$ cat config.mk
export PLATFORM = sky130hd
export DESIGN_NAME = comparator_output_and_reference_ctrl
export DESIGN_NICKNAME = d
export VERILOG_FILES = /design/src/cmp_ref_pkg.sv /design/src/comparator_output_and_reference_ctrl.sv
export VERILOG_INCLUDE_DIRS = /design/src /design/src/src
export SDC_FILE = /design/constraint.sdc
export NUM_CORES = 1
export LEC_CHECK = 0
export BUFFER_PORTS_ARGS = -buffer_cell sky130_fd_sc_hd__buf_2
export CORE_UTILIZATION = 45
export CTS_CLUSTER_SIZE = 30
export DETAILED_ROUTE_END_ITERATION = 10
export PLACE_DENSITY = 0.72
export SYNTH_ARGS = -nofsm -noshare
export SYNTH_HDL_FRONTEND = slang
export SYNTH_SLANG_ARGS = --single-unit
export TNS_END_PERCENT = 5
$ cat constraint.sdc
create_clock -name clk -period 4.04 [get_ports clk]
set_clock_uncertainty 0.05 [all_clocks]
set_input_delay 0.606 -clock clk [delete_from_list [all_inputs] [get_ports clk]]
set_output_delay 0.606 -clock clk [all_outputs]
set_load 0.01 [all_outputs]
$ cat src/cmp_ref_regs.svh
// Purpose: register offsets, field positions and reset values
// Assumes: AXI4-Lite, 32-bit words, one register per aligned word
// Notes:   definitions only
`ifndef CMP_REF_REGS_SVH
`define CMP_REF_REGS_SVH

// ----------------------------------------------------------------------
// register byte offsets
// ----------------------------------------------------------------------
`define CMP1_CTRL_OFS      8'h00
`define CMP2_CTRL_OFS      8'h04
`define MIRROR_GATE_OFS    8'h08
`define LADDER_CTRL_OFS    8'h0c
`define BANDGAP_CTRL_OFS   8'h10
`define FLAG_OFS           8'h14
`define IRQ_EN_OFS         8'h18

// ----------------------------------------------------------------------
// field positions
// ----------------------------------------------------------------------
`define CC_ON_BIT          7
`define CC_RESULT_BIT      6
`define CC_PINOUT_BIT      5
`define CC_POL_BIT         4
`define MG_MIRROR1_BIT     7
`define MG_MIRROR2_BIT     6
`define MG_GATE_SEL_BIT    1
`define MG_SYNC_BIT        0
`define LC_ROUTE1_BIT      7
`define LC_ROUTE2_BIT      6
`define LC_RANGE_BIT       5
`define BG_STABLE_BIT      5
`define BG_BYPASS_BIT      4
`define BG_ENABLE_BIT      3
`define BG_PIN_BIT         2
`define BG_LADDER_PIN_BIT  1
`define FLAG_CMP2_BIT      4
`define FLAG_CMP1_BIT      3
`define IE_CMP2_BIT        4
`define IE_CMP1_BIT        3
`define IE_PERIPH_BIT      1
`define IE_GLOBAL_BIT      0

// ----------------------------------------------------------------------
// reset values and write masks
// ----------------------------------------------------------------------
`define CMP_CTRL_RESET     8'h00
`define CMP_CTRL_WMASK     8'hbf
`define MIRROR_GATE_RESET  8'h02
`define LADDER_RESET       8'h00
`define LADDER_WMASK       8'hef
`define BANDGAP_RESET      8'h00
`define BANDGAP_WMASK      8'h1e
`define IRQ_EN_WMASK       8'h1b

`endif

$ cat src/cmp_ref_pkg.sv
// Purpose: shared types of the comparator and reference control
// Assumes: nothing
// Notes:   constants live in cmp_ref_regs.svh
package cmp_ref_pkg;

  // analog controls handed to the comparator and reference cells
  typedef struct packed {
    logic       ladderPower;
    logic [3:0] ladderLevel;
    logic       ladderRangeSel;
    logic       ladderToPin;
    logic       fixedRefToPin;
    logic       fixedRefEnable;
    logic       bufferPower;
  } analog_ctrl_type;

  // per-pin output path
  typedef struct packed {
    logic level;
    logic enable;
  } pin_drive_type;

  // bus slave states
  typedef enum logic [2:0] {
    BUS_IDLE  = 3'b001,
    BUS_WRESP = 3'b010,
    BUS_RRESP = 3'b100
  } bus_state_type;

endpackage

$ cat src/comparator_output_and_reference_ctrl.sv
// Purpose: comparator output routing, change flags and reference control
// Assumes: comparator results are asynchronous analog outputs
// Notes:   timer clock is sampled as an input, no second clock domain
//
// Summary of operation
// - enabled pin output carries raw comparator result
// - pin direction bit still gates the driver
// - gate source picks pin or comparator 2
// - select bit one: one means gate pin
// - sync bit latches comparator 2 on timer fall
// - timer counts on rising edge, opposite capture
// - result change sets its change flag
// - flag clears by writing zero, one sets
// - request needs own, peripheral and global enable
// - flag set on mismatch edge, not level
// - return to old state flags only after refresh
// - mirror read leaves mismatch store untouched
// - change during control read may be missed
// - reset restores every register value
// - mirror register shows both results at once
// - ladder has 16 levels per range, two ranges
// - ladder powered down when all users clear
// - bandgap stable flag reads at bit five
// - bypass bit unpowers buffer, unbuffered pin
// - fixed reference enable powers the bandgap
// - ladder pin bit overrides fixed reference pin bit
`timescale 1ns/1ps
`default_nettype none
`include "cmp_ref_regs.svh"

module comparator_output_and_reference_ctrl
  import cmp_ref_pkg::*;
(
  // clock and reset
  input  wire logic            clk,
  input  wire logic            resetn,
  // axi4-lite write address and data
  input  wire logic [7:0]      awaddr,
  input  wire logic            awvalid,
  output logic                 awready,
  input  wire logic [31:0]     wdata,
  input  wire logic [3:0]      wstrb,
  input  wire logic            wvalid,
  output logic                 wready,
  // axi4-lite write response
  output logic [1:0]           bresp,
  output logic                 bvalid,
  input  wire logic            bready,
  // axi4-lite read
  input  wire logic [7:0]      araddr,
  input  wire logic            arvalid,
  output logic                 arready,
  output logic [31:0]          rdata,
  output logic [1:0]           rresp,
  output logic                 rvalid,
  input  wire logic            rready,
  // analog comparator results, asynchronous
  input  wire logic            cmp1Raw,
  input  wire logic            cmp2Raw,
  input  wire logic            bandgapReady,
  // port direction bits of the two output pins, one keeps pin undriven
  input  wire logic            cmp1PinDirection,
  input  wire logic            cmp2PinDirection,
  // timer clock after prescaler, and external gate pin
  input  wire logic            timerClockIn,
  input  wire logic            timerGatePin,
  // outputs
  output pin_drive_type        cmp1Pin,
  output pin_drive_type        cmp2Pin,
  output logic                 timerGate,
  output logic                 timerCountEnable,
  output logic [1:0]           cmpIrq,
  output analog_ctrl_type      analogCtrl
);

  // --------------------------------------------------------------------
  // registers
  // --------------------------------------------------------------------
  logic [7:0]    cmp1Ctrl;
  logic [7:0]    cmp2Ctrl;
  logic [1:0]    gateCtrl;
  logic [7:0]    ladderCtrl;
  logic [7:0]    bandgapCtrl;
  logic [1:0]    changeFlag;
  logic [7:0]    irqEnable;
  bus_state_type busState;
  logic          awTaken;
  logic          wTaken;
  logic [7:0]    awLatch;
  logic [7:0]    wLatch;
  logic          wLaneOk;

  // --------------------------------------------------------------------
  // input synchronisers
  // --------------------------------------------------------------------
  logic [2:0]    sync1;
  logic [2:0]    sync2;
  logic [2:0]    syncBg;
  logic [2:0]    syncTclk;
  logic [2:0]    syncGate;
  logic [1:0]    result;
  logic          bgStable;
  logic          tclkLevel;
  logic          gatePinLevel;
  logic          tclkPrev;
  logic [1:0]    mismatch;
  logic          cmp2Latched;

  // three stages; a change counts once stage two and three agree
  // result synchroniser chain
  always_ff @(posedge clk or negedge resetn) begin
    if (!resetn) begin
      sync1    <= 3'h0;
      sync2    <= 3'h0;
      syncBg   <= 3'h0;
      syncTclk <= 3'h0;
      syncGate <= 3'h0;
    end else begin
      sync1    <= {sync1[1:0], cmp1Raw};
      sync2    <= {sync2[1:0], cmp2Raw};
      syncBg   <= {syncBg[1:0], bandgapReady};
      syncTclk <= {syncTclk[1:0], timerClockIn};
      syncGate <= {syncGate[1:0], timerGatePin};
    end
  end

  // filtered levels, held while stages disagree
  always_ff @(posedge clk or negedge resetn) begin
    if (!resetn) begin
      result       <= 2'h0;
      bgStable     <= 1'b0;
      tclkLevel    <= 1'b0;
      gatePinLevel <= 1'b0;
    end else begin
      if (sync1[1] == sync1[2]) result[0] <= sync1[2];
      if (sync2[1] == sync2[2]) result[1] <= sync2[2];
      if (syncBg[1] == syncBg[2]) bgStable <= syncBg[2];
      if (syncTclk[1] == syncTclk[2]) tclkLevel <= syncTclk[2];
      if (syncGate[1] == syncGate[2]) gatePinLevel <= syncGate[2];
    end
  end

  // polarity applied after the filter; result bits read from here
  logic [1:0] polResult;
  assign polResult = {result[1] ^ cmp2Ctrl[`CC_POL_BIT],
                      result[0] ^ cmp1Ctrl[`CC_POL_BIT]};

  // --------------------------------------------------------------------
  // pin output paths
  // --------------------------------------------------------------------
  // raw result bypasses the synchroniser, so pin has no added delay
  // pin mux selects result
  always_comb begin
    cmp1Pin.level  = cmp1Raw ^ cmp1Ctrl[`CC_POL_BIT];
    cmp2Pin.level  = cmp2Raw ^ cmp2Ctrl[`CC_POL_BIT];
    cmp1Pin.enable = cmp1Ctrl[`CC_PINOUT_BIT] & cmp1Ctrl[`CC_ON_BIT]
                     & ~cmp1PinDirection;
    cmp2Pin.enable = cmp2Ctrl[`CC_PINOUT_BIT] & cmp2Ctrl[`CC_ON_BIT]
                     & ~cmp2PinDirection;
  end

  // --------------------------------------------------------------------
  // timer gate
  // --------------------------------------------------------------------
  logic tclkFall;
  logic tclkRise;
  assign tclkFall = tclkPrev & ~tclkLevel;
  assign tclkRise = ~tclkPrev & tclkLevel;

  always_ff @(posedge clk or negedge resetn) begin
    if (!resetn) begin
      tclkPrev    <= 1'b0;
      cmp2Latched <= 1'b0;
    end else begin
      tclkPrev <= tclkLevel;
      if (tclkFall) cmp2Latched <= polResult[1];
    end
  end

  always_ff @(posedge clk or negedge resetn) begin
    if (!resetn) begin
      timerGate <= 1'b0;
    end else if (gateCtrl[`MG_GATE_SEL_BIT]) begin
      timerGate <= gatePinLevel;
    end else begin
      timerGate <= gateCtrl[`MG_SYNC_BIT] ? cmp2Latched : polResult[1];
    end
  end

  // count strobe on the rising edge, half a timer period from capture
  // increment on rising edge
  always_ff @(posedge clk or negedge resetn) begin
    if (!resetn) timerCountEnable <= 1'b0;
    else         timerCountEnable <= tclkRise;
  end

  // --------------------------------------------------------------------
  // axi4-lite slave
  // --------------------------------------------------------------------
  logic wrFire;
  logic rdFire;
  logic [7:0] wrAddr;
  assign awready = (busState == BUS_IDLE) & ~awTaken;
  assign wready  = (busState == BUS_IDLE) & ~wTaken;
  assign arready = (busState == BUS_IDLE) & ~awTaken & ~wTaken
                   & ~awvalid & ~wvalid;
  assign wrFire  = (busState == BUS_IDLE)
                   & (awTaken | awvalid) & (wTaken | wvalid);
  assign rdFire  = arready & arvalid;
  assign wrAddr  = awTaken ? awLatch : awaddr;

  // data of the write that completes this cycle
  logic [7:0] wrData;
  logic       wrLane;
  assign wrData = wTaken ? wLatch : wdata[7:0];
  assign wrLane = wTaken ? wLaneOk : wstrb[0];

  // write side may arrive split; each half is held until both exist
  always_ff @(posedge clk or negedge resetn) begin
    if (!resetn) begin
      awTaken <= 1'b0;
      wTaken  <= 1'b0;
      awLatch <= 8'h00;
      wLatch  <= 8'h00;
      wLaneOk <= 1'b0;
    end else if (wrFire) begin
      awTaken <= 1'b0;
      wTaken  <= 1'b0;
    end else begin
      if (awready & awvalid) begin
        awTaken <= 1'b1;
        awLatch <= awaddr;
      end
      if (wready & wvalid) begin
        wTaken  <= 1'b1;
        wLatch  <= wdata[7:0];
        wLaneOk <= wstrb[0];
      end
    end
  end

  // address decode of completed writes and accepted reads
  logic wrHit;
  logic rdHit;
  always_comb begin
    wrHit = 1'b0;
    case (wrAddr)
      `CMP1_CTRL_OFS, `CMP2_CTRL_OFS, `MIRROR_GATE_OFS,
      `LADDER_CTRL_OFS, `BANDGAP_CTRL_OFS, `FLAG_OFS,
      `IRQ_EN_OFS: wrHit = 1'b1;
      default:     wrHit = 1'b0;
    endcase
    rdHit = 1'b0;
    case (araddr)
      `CMP1_CTRL_OFS, `CMP2_CTRL_OFS, `MIRROR_GATE_OFS,
      `LADDER_CTRL_OFS, `BANDGAP_CTRL_OFS, `FLAG_OFS,
      `IRQ_EN_OFS: rdHit = 1'b1;
      default:     rdHit = 1'b0;
    endcase
  end

  // bus state and response; unmapped address answers slverr
  always_ff @(posedge clk or negedge resetn) begin
    if (!resetn) begin
      busState <= BUS_IDLE;
      bvalid   <= 1'b0;
      bresp    <= 2'h0;
      rvalid   <= 1'b0;
      rresp    <= 2'h0;
    end else begin
      case (busState)
        BUS_IDLE: begin
          if (wrFire) begin
            busState <= BUS_WRESP;
            bvalid   <= 1'b1;
            bresp    <= wrHit ? 2'h0 : 2'h2;
          end else if (rdFire) begin
            busState <= BUS_RRESP;
            rvalid   <= 1'b1;
            rresp    <= rdHit ? 2'h0 : 2'h2;
          end
        end
        BUS_WRESP: begin
          if (bready) begin
            bvalid   <= 1'b0;
            busState <= BUS_IDLE;
          end
        end
        BUS_RRESP: begin
          if (rready) begin
            rvalid   <= 1'b0;
            busState <= BUS_IDLE;
          end
        end
        default: busState <= BUS_IDLE;
      endcase
    end
  end

  // write strobes for each register, low byte lane only
  logic wrOk;
  assign wrOk = wrFire & wrHit & wrLane;

  // --------------------------------------------------------------------
  // software registers
  // --------------------------------------------------------------------
  // reset to documented values
  always_ff @(posedge clk or negedge resetn) begin
    if (!resetn) begin
      cmp1Ctrl    <= `CMP_CTRL_RESET;
      cmp2Ctrl    <= `CMP_CTRL_RESET;
      gateCtrl    <= 2'(`MIRROR_GATE_RESET);
      ladderCtrl  <= `LADDER_RESET;
      bandgapCtrl <= `BANDGAP_RESET;
      irqEnable   <= 8'h00;
    end else if (wrOk) begin
      case (wrAddr)
        `CMP1_CTRL_OFS:    cmp1Ctrl    <= wrData & `CMP_CTRL_WMASK;
        `CMP2_CTRL_OFS:    cmp2Ctrl    <= wrData & `CMP_CTRL_WMASK;
        `MIRROR_GATE_OFS:  gateCtrl    <= wrData[1:0];
        `LADDER_CTRL_OFS:  ladderCtrl  <= wrData & `LADDER_WMASK;
        `BANDGAP_CTRL_OFS: bandgapCtrl <= wrData & `BANDGAP_WMASK;
        `IRQ_EN_OFS:       irqEnable   <= wrData & `IRQ_EN_WMASK;
        default:           irqEnable   <= irqEnable;
      endcase
    end
  end

  // --------------------------------------------------------------------
  // mismatch store and change flags
  // --------------------------------------------------------------------
  // any read or low-lane write of a comparator's own control register refreshes its store
  // refresh on control access
  logic [1:0] refresh;
  assign refresh[0] = (wrOk & (wrAddr == `CMP1_CTRL_OFS))
                      | (rdFire & (araddr == `CMP1_CTRL_OFS));
  assign refresh[1] = (wrOk & (wrAddr == `CMP2_CTRL_OFS))
                      | (rdFire & (araddr == `CMP2_CTRL_OFS));

  // flag set on the edge into mismatch; store keeps old value otherwise
  genvar ch;
  generate
    for (ch = 0; ch < 2; ch++) begin : gChan
      logic differ;
      logic differPrev;
      logic swWrite;
      logic swValue;
      assign differ  = polResult[ch] ^ mismatch[ch];
      assign swWrite = wrOk & (wrAddr == `FLAG_OFS);
      assign swValue = (ch == 0) ? wrData[`FLAG_CMP1_BIT]
                                 : wrData[`FLAG_CMP2_BIT];
      always_ff @(posedge clk or negedge resetn) begin
        if (!resetn) begin
          mismatch[ch] <= 1'b0;
          differPrev   <= 1'b0;
        end else if (refresh[ch]) begin
          mismatch[ch] <= polResult[ch];
          differPrev   <= 1'b0;
        end else begin
          differPrev <= differ;
        end
      end
      always_ff @(posedge clk or negedge resetn) begin
        if (!resetn) begin
          changeFlag[ch] <= 1'b0;
        end else if (differ & ~differPrev & ~refresh[ch]) begin
          changeFlag[ch] <= 1'b1;
        end else if (swWrite) begin
          changeFlag[ch] <= swValue;
        end
      end
    end
  endgenerate

  always_ff @(posedge clk or negedge resetn) begin
    if (!resetn) begin
      cmpIrq <= 2'h0;
    end else begin
      cmpIrq[0] <= changeFlag[0] & irqEnable[`IE_CMP1_BIT]
                   & irqEnable[`IE_PERIPH_BIT] & irqEnable[`IE_GLOBAL_BIT];
      cmpIrq[1] <= changeFlag[1] & irqEnable[`IE_CMP2_BIT]
                   & irqEnable[`IE_PERIPH_BIT] & irqEnable[`IE_GLOBAL_BIT];
    end
  end

  // --------------------------------------------------------------------
  // read data
  // --------------------------------------------------------------------
  // mirror of both results
  logic [7:0] rdByte;
  always_comb begin
    rdByte = 8'h00;
    case (araddr)
      `CMP1_CTRL_OFS:    rdByte = {cmp1Ctrl[7], polResult[0], cmp1Ctrl[5:0]};
      `CMP2_CTRL_OFS:    rdByte = {cmp2Ctrl[7], polResult[1], cmp2Ctrl[5:0]};
      `MIRROR_GATE_OFS:  rdByte = {polResult[0], polResult[1], 4'h0,
                                   gateCtrl};
      `LADDER_CTRL_OFS:  rdByte = ladderCtrl;
      `BANDGAP_CTRL_OFS: rdByte = bandgapCtrl
                                  | {2'h0, bgStable, 5'h00};
      `FLAG_OFS:         rdByte = {3'h0, changeFlag[1], changeFlag[0], 3'h0};
      `IRQ_EN_OFS:       rdByte = irqEnable;
      default:           rdByte = 8'h00;
    endcase
  end

  always_ff @(posedge clk or negedge resetn) begin
    if (!resetn)     rdata <= 32'h00000000;
    else if (rdFire) rdata <= {24'h000000, rdByte};
  end

  // --------------------------------------------------------------------
  // analog controls
  // --------------------------------------------------------------------
  // level field and range bit
  always_ff @(posedge clk or negedge resetn) begin
    if (!resetn) begin
      analogCtrl <= '0;
    end else begin
      analogCtrl.ladderPower    <= ladderCtrl[`LC_ROUTE1_BIT]
                                   | ladderCtrl[`LC_ROUTE2_BIT]
                                   | bandgapCtrl[`BG_LADDER_PIN_BIT];
      analogCtrl.ladderLevel    <= ladderCtrl[3:0];
      analogCtrl.ladderRangeSel <= ladderCtrl[`LC_RANGE_BIT];
      analogCtrl.ladderToPin    <= bandgapCtrl[`BG_LADDER_PIN_BIT];
      analogCtrl.fixedRefToPin  <= bandgapCtrl[`BG_PIN_BIT]
                                   & ~bandgapCtrl[`BG_LADDER_PIN_BIT];
      analogCtrl.fixedRefEnable <= bandgapCtrl[`BG_ENABLE_BIT];
      analogCtrl.bufferPower    <= ~bandgapCtrl[`BG_BYPASS_BIT];
    end
  end

endmodule
`default_nettype wire

* Word level (Yosys, flattened, before mapping) *
Index checks and enable logic that the tools add are counted.

operators by class
  equality and inequality tests = 26
  mux-type cells = 32
  bitwise logic cells = 62
  reductions and logical operators = 23

operator list
  operator            count
  $pmux 8 s7          1
  $eq 8x5->1 const B  6
  $and 1x1->1         34
  $eq 8x4->1 const B  4
  $mux 1              20
  $reduce_and 2->1    9
  $eq 8x3->1 const B  2
  $logic_not 8->1     2
  $mux 8              2
  $not 1->1           15
  $reduce_or 7->1     2
  $mux 3              4
  $reduce_bool 2->1   6
  $ne 2x2->1 const B  5
  $pmux 3 s3          1
  $reduce_and 3->1    3
  $or 1x1->1          6
  $or 5x6->6          1
  $xor 1x1->1         6
  $eq 1x1->1          5
  $mux 2              2
  $pmux 1 s2          2
  $reduce_and 4->1    1
  $eq 3x1->1 const B  1
  3 further kinds     3

storage, ports and cells
  register bits after elaboration = 109
  input bits = 66
  word-level logic and storage cells = 188

* Longest topological paths before layout *
  word-level depth = 11
  gate-level depth with buffers = 7
  mapped depth without buffers = 5

* Worst setup path after synthesis *
Ideal clock, no wire load.

  path type = register -> register
  start = reg busState[0]
  end = reg ladderCtrl[0]
  library setup time = 0.125 ns
  arrival = 2.219 ns
  required time = 3.865 ns
  slack = 1.646 ns
  cell stages (with the launch flop) = 6
  path buffers = 1
  period minus slack after synthesis = 2.394 ns
  path through = dfstp_2 or3b_4 a211o_4 or4b_1 buf_6 mux2_4

between the ends
  word-level cells in the longest chain between the ends = 6

ends and longest elaborated chain
  item                               RTL line                                     text
  start: declaration                 comparator_output_and_reference_ctrl.sv:86   bus_state_type busState;
  start signal: assignment           comparator_output_and_reference_ctrl.sv:265  busState <= BUS_IDLE;
  start signal: assignment           comparator_output_and_reference_ctrl.sv:274  busState <= BUS_WRESP;
  start signal: assignment           comparator_output_and_reference_ctrl.sv:278  busState <= BUS_RRESP;
  $eq 3x1->1                         comparator_output_and_reference_ctrl.sv:207  assign wrFire = (busState == BUS_IDLE)
  $and 1x1->1 (2 in a row)           comparator_output_and_reference_ctrl.sv:208  & (awTaken | awvalid) & (wTaken | wvalid);
  $and 1x1->1 (2 in a row)           comparator_output_and_reference_ctrl.sv:302  assign wrOk = wrFire & wrHit & wrLane;
  $reduce_and 2->1 (no source line)  n/a
  end signal: assignment             comparator_output_and_reference_ctrl.sv:313  ladderCtrl <= `LADDER_RESET;
  end signal: assignment             comparator_output_and_reference_ctrl.sv:321  `LADDER_CTRL_OFS: ladderCtrl <= wrData & `LADDER_WMASK;
  end: declaration                   comparator_output_and_reference_ctrl.sv:82   logic [7:0] ladderCtrl;

Every way passes these cells.
A chain may end at the register's enable or synchronous reset.

* Worst setup path in the final report *
  start = reg awTaken
  end = reg bandgapCtrl[1]

between the ends
  word-level cells in the longest chain between the ends = 7
  elaborated cells between the ends (all ways) = 16
  those cells by class = eq/ne: 6; mux: 2; bitwise: 5; reduce/logical: 3

ends and longest elaborated chain
  item                                 RTL line                                     text
  start: declaration                   comparator_output_and_reference_ctrl.sv:87   logic awTaken;
  start signal: assignment             comparator_output_and_reference_ctrl.sv:221  awTaken <= 1'b0;
  start signal: assignment             comparator_output_and_reference_ctrl.sv:227  awTaken <= 1'b0;
  start signal: assignment             comparator_output_and_reference_ctrl.sv:231  awTaken <= 1'b1;
  $mux 8                               comparator_output_and_reference_ctrl.sv:210  assign wrAddr = awTaken ? awLatch : awaddr;
  $eq 8x3->1 (tied with other cells)   comparator_output_and_reference_ctrl.sv:247  case (wrAddr)
  $reduce_or 7->1                      comparator_output_and_reference_ctrl.sv:247
  $mux 1                               comparator_output_and_reference_ctrl.sv:247
  $and 1x1->1 (2 in a row)             comparator_output_and_reference_ctrl.sv:302
  $reduce_and 2->1 (no source line) *  n/a
  end signal: assignment               comparator_output_and_reference_ctrl.sv:314  bandgapCtrl <= `BANDGAP_RESET;
  end signal: assignment               comparator_output_and_reference_ctrl.sv:322  `BANDGAP_CTRL_OFS: bandgapCtrl <= wrData & `BANDGAP_WMASK;
  end: declaration                     comparator_output_and_reference_ctrl.sv:83   logic [7:0] bandgapCtrl;

Mark *: on every way between the ends. The rest lies on a longest branch, timed or not.

==> metrics list <==
* Top-Level Pins: 125
- In this run the horizontal extent of the chip is 104 um.
* Clock tree buffer depth: 2
- The max-slew violation total from the final report is 0.
- Detailed placement ended at an HPWL of roughly 6.7 mm.
* Final worst hold slack: 0.180 ns
- Utilization after layout: 0.532
- Fraction of layout instances using a drive strength above 1: 0.361
- Largest family of logic cells by synthesized area: multiplexers
* Most common cell after layout, fill and taps aside: dfrtp_1
- In this run the static leakage power is 2.57 nW.
* Sequential fraction of the synthesis area: 0.570
- Cell count after placement: 568
- Across all layers, the routed design uses 3,036 vias.
- At the pin with the least slew margin, the transition time is 0.907 ns.
- In the routed layout, each cell is associated on average with a via count of between 5 and 6.
* DRC errors left: 0
- Clk root buf: clkbuf_8
- The synthesized-area fraction occupied by ao, oa, aoi and oai cells came to 0.0676.
* Achievable Freq: 359 MHz
- Worst hold path type: in -> async
* Final critical-path setup slack: around 1.3 ns
- Final worst path period share: 0.690
* Worst-case headroom to the max-slew limit: 0.390
* Number of standard cells after synthesis: between 300 and 400
- Post-route total power: ~2.7 mW
- Non-filler instance count after layout: ~600
- Synth Flop Type: dfrtp_1
* Sequential power share: 0.528
* Register Area: 2680 um^2
- Setup crit end kind: flip-flop
* Number of CTS-inserted buffers: 9
- Startpoint type of the worst setup path: flip-flop
- Net switching power: 818 uW
- N_diodes: 0
- Of the total synthesized cell area, the portion taken by XOR and XNOR cells is 0.0112.
- Vias in the first global route: 3,041
- Count of standard-cell rows: 36
- Compared with the post-synthesis result, the final layout area differs by 12.8%.
- Global-route wire length before repair: 15.2 mm
* PostCTS Resize Cnt: 0
- Filler Cell Count: 871
* Post-DP Area: between 5000 and 6000 um^2
* Buffers inserted by post-CTS timing repair: 0
- Entering global routing, the biggest net connects 48 pins.
- Internal power comes to 1.84 mW.
* Multi-input gate area: 1830 um^2
- First-pass DRT Iterations: 5
- Starting Density: 0.472
- Hold repair after CTS inserted 0 buffers.
* Antenna violations before repair: 0
* Cell area after technology mapping: 4700 um^2
- Most frequent cells in the layout: dfrtp_1 (105), buf_2 (70), mux2_2 (54)
* Worst-case setup slack after placement: 1.25 ns
* Largest driver fanout on the critical path: 18
- Post-synthesis async set-or-reset flop share: 1.00
* Power density over the cells: between 500 and 600 nW/um^2
- In the final design database the tool counted 512 nets.
* Global Route Usage Sum: 0.178
* Proportion of total power due to net switching: 0.308
- Post-route cell area: 5300 um^2
- In this run the mean area of a mapped cell was 12.7 um^2.
- Combinational power share: 0.224
* Number of enable-type register cells in the synthesized netlist: 0
* Post-synthesis simple-gate area fraction: 0.105
* Yosys warning count: 0
- In the final routed layout, each cell accounts on average for 15.5 um.
- The tree built by TritonCTS fans out to 107 sinks.
* Synth unique cells: 52
- In this run the remaining antenna-violating nets after routing total 0.
* Final critical-path required period: ~2.8 ns
* Reg clk slew, reported paths: 0.10 ns
- The hold violation count in the final report is 0.
- The die covers approximately 11,000 um^2.
- The total area inside the core boundary comes to roughly 10000 um^2.
* Status: completed
* Clock tree from TritonCTS: done
* Violation count after the first detailed-routing iteration: 162
- Part of the total power dissipated in the clock network: 0.248
* Max Cap Violations: 0
- Total congestion overflow after global routing: 0
* Required @ worst endpoint: between 4 and 5 ns
- STA puts the critical path data arrival time at 2.99 ns.
- Buffers placed on the I/O ports in this run total 71.
- Of the post-synthesis cell area, the part taken by muxes is 0.175.
- IR analysis of the VDD net gives a maximum drop of 237 uV.
- The H-tree was split into 3 levels.
- Setup TNS: 0 ns
- Count of endpoints failing setup in the final report: 0
* Floorplan die height: between 100 and 150 um
- The critical path is of the reg -> reg type.
- Final estimated routing congestion in global placement: approximately 0.8
* Synth Area in Adders: 0.0106
- Final wirelength: 9.07 mm
* Seq cells post-synth: about 110
* RSZ-0062 raised after global routing: false
* Worst-skew pair later-pin latency: around 0.36 ns
-- final timing paths --
path                                          start                          to  slack (ns)  depth (start not counted)
worst max-delay path            awTaken$_DFFE_PN0P_  bandgapCtrl[1]$_DFFE_PN0P_        1.25                          5
worst min-delay path                         resetn      awLatch[5]$_DFFE_PN0P_        0.18                          1
worst max register to register  awTaken$_DFFE_PN0P_  bandgapCtrl[1]$_DFFE_PN0P_        1.25                          5
worst min register to register   sync2[0]$_DFF_PN0_          sync2[1]$_DFF_PN0_        0.31                          0
max in group asynchronous                    resetn     cmp1Ctrl[2]$_DFFE_PN0P_        2.90                          2
min in group clk                       timerClockIn       syncTclk[0]$_DFF_PN0_        0.29                          1
-- Yosys cell counts (4+ instances only) --
cell type	number	share of area
dfrtp_1	105	0.56
mux2_2	54	0.13
nand2_1	29	0.023
buf_4	26	0.042
nor2_1	18	0.014
o21ai_0	14	0.015
a21oi_1	10	0.011
inv_1	8	0.0064
mux2i_1	8	0.017
nand3_1	7	0.0075
nor3_1	7	0.0075
mux2_4	6	0.019
maj3_1	5	0.011
nor2b_1	4	0.0053
nor4_1	4	0.0053
xor2_1	4	0.0075
-- layout make-up --
cell class / count / area share
flip-flops and latches: 107 / 0.506
clock buffers: 10 / 0.0241
inverters: 8 / 0.00567
repair buffers: 75 / 0.0732
multi-input cells: 245 / 0.346
well taps: 133 / 0.0314
clock inverters: 6 / 0.0139
-- registers in the layout, indices dropped and copies added, names as in the netlist, 3 cells and up --
register     cells
rdata            8
irqEnable        4
syncGate         3
cmp2Ctrl         7
wLatch           8
analogCtrl      10
sync2            3
sync1            3
bandgapCtrl      4
syncBg           3
awLatch          8
busState         3
ladderCtrl       7
cmp1Ctrl         7
syncTclk         3
-- kinds of logic after synthesis --
family                   after synthesis
AND/OR/NAND/NOR                       90
buffers and inverters                 42
AO/OA/AOI/OAI                         48
XOR/XNOR                               6
flip-flops                           107
multiplexers                          70
adder cells (fa/ha/maj)                5
other                                  1
-- critical path, stage by stage, from the launching register on --
cell and delay [ns]:
dfrtp_1 0.68, nor4b_1 0.29, o22ai_1 0.31, or2_2 0.38, nor3_1 0.55, mux2_2 0.40
-- power by group through the flow --
stage / combinational (mW) / sequential [mW] / clock, mW
detailed placement: 0.596 / 1.42 / 0
global placement: 0.579 / 1.41 / 0
floorplan: 0.470 / 1.37 / 0
CTS: 0.599 / 1.40 / 0.682
finish: 0.595 / 1.40 / 0.659
global route: 0.659 / 1.43 / 0.721
-- per-layer routing --
layer / vias to the layer above / wire (um) / global-route usage
met4: 0 / 137 / 0.0500
met2: 101 / 4390 / 0.285
met1: 1500 / 4060 / 0.243
met3: 17 / 490 / 0.0420
met5: - / 0 / 0
li1: 1418 / - / -
Note: power is estimated with default switching activity, not from simulation.
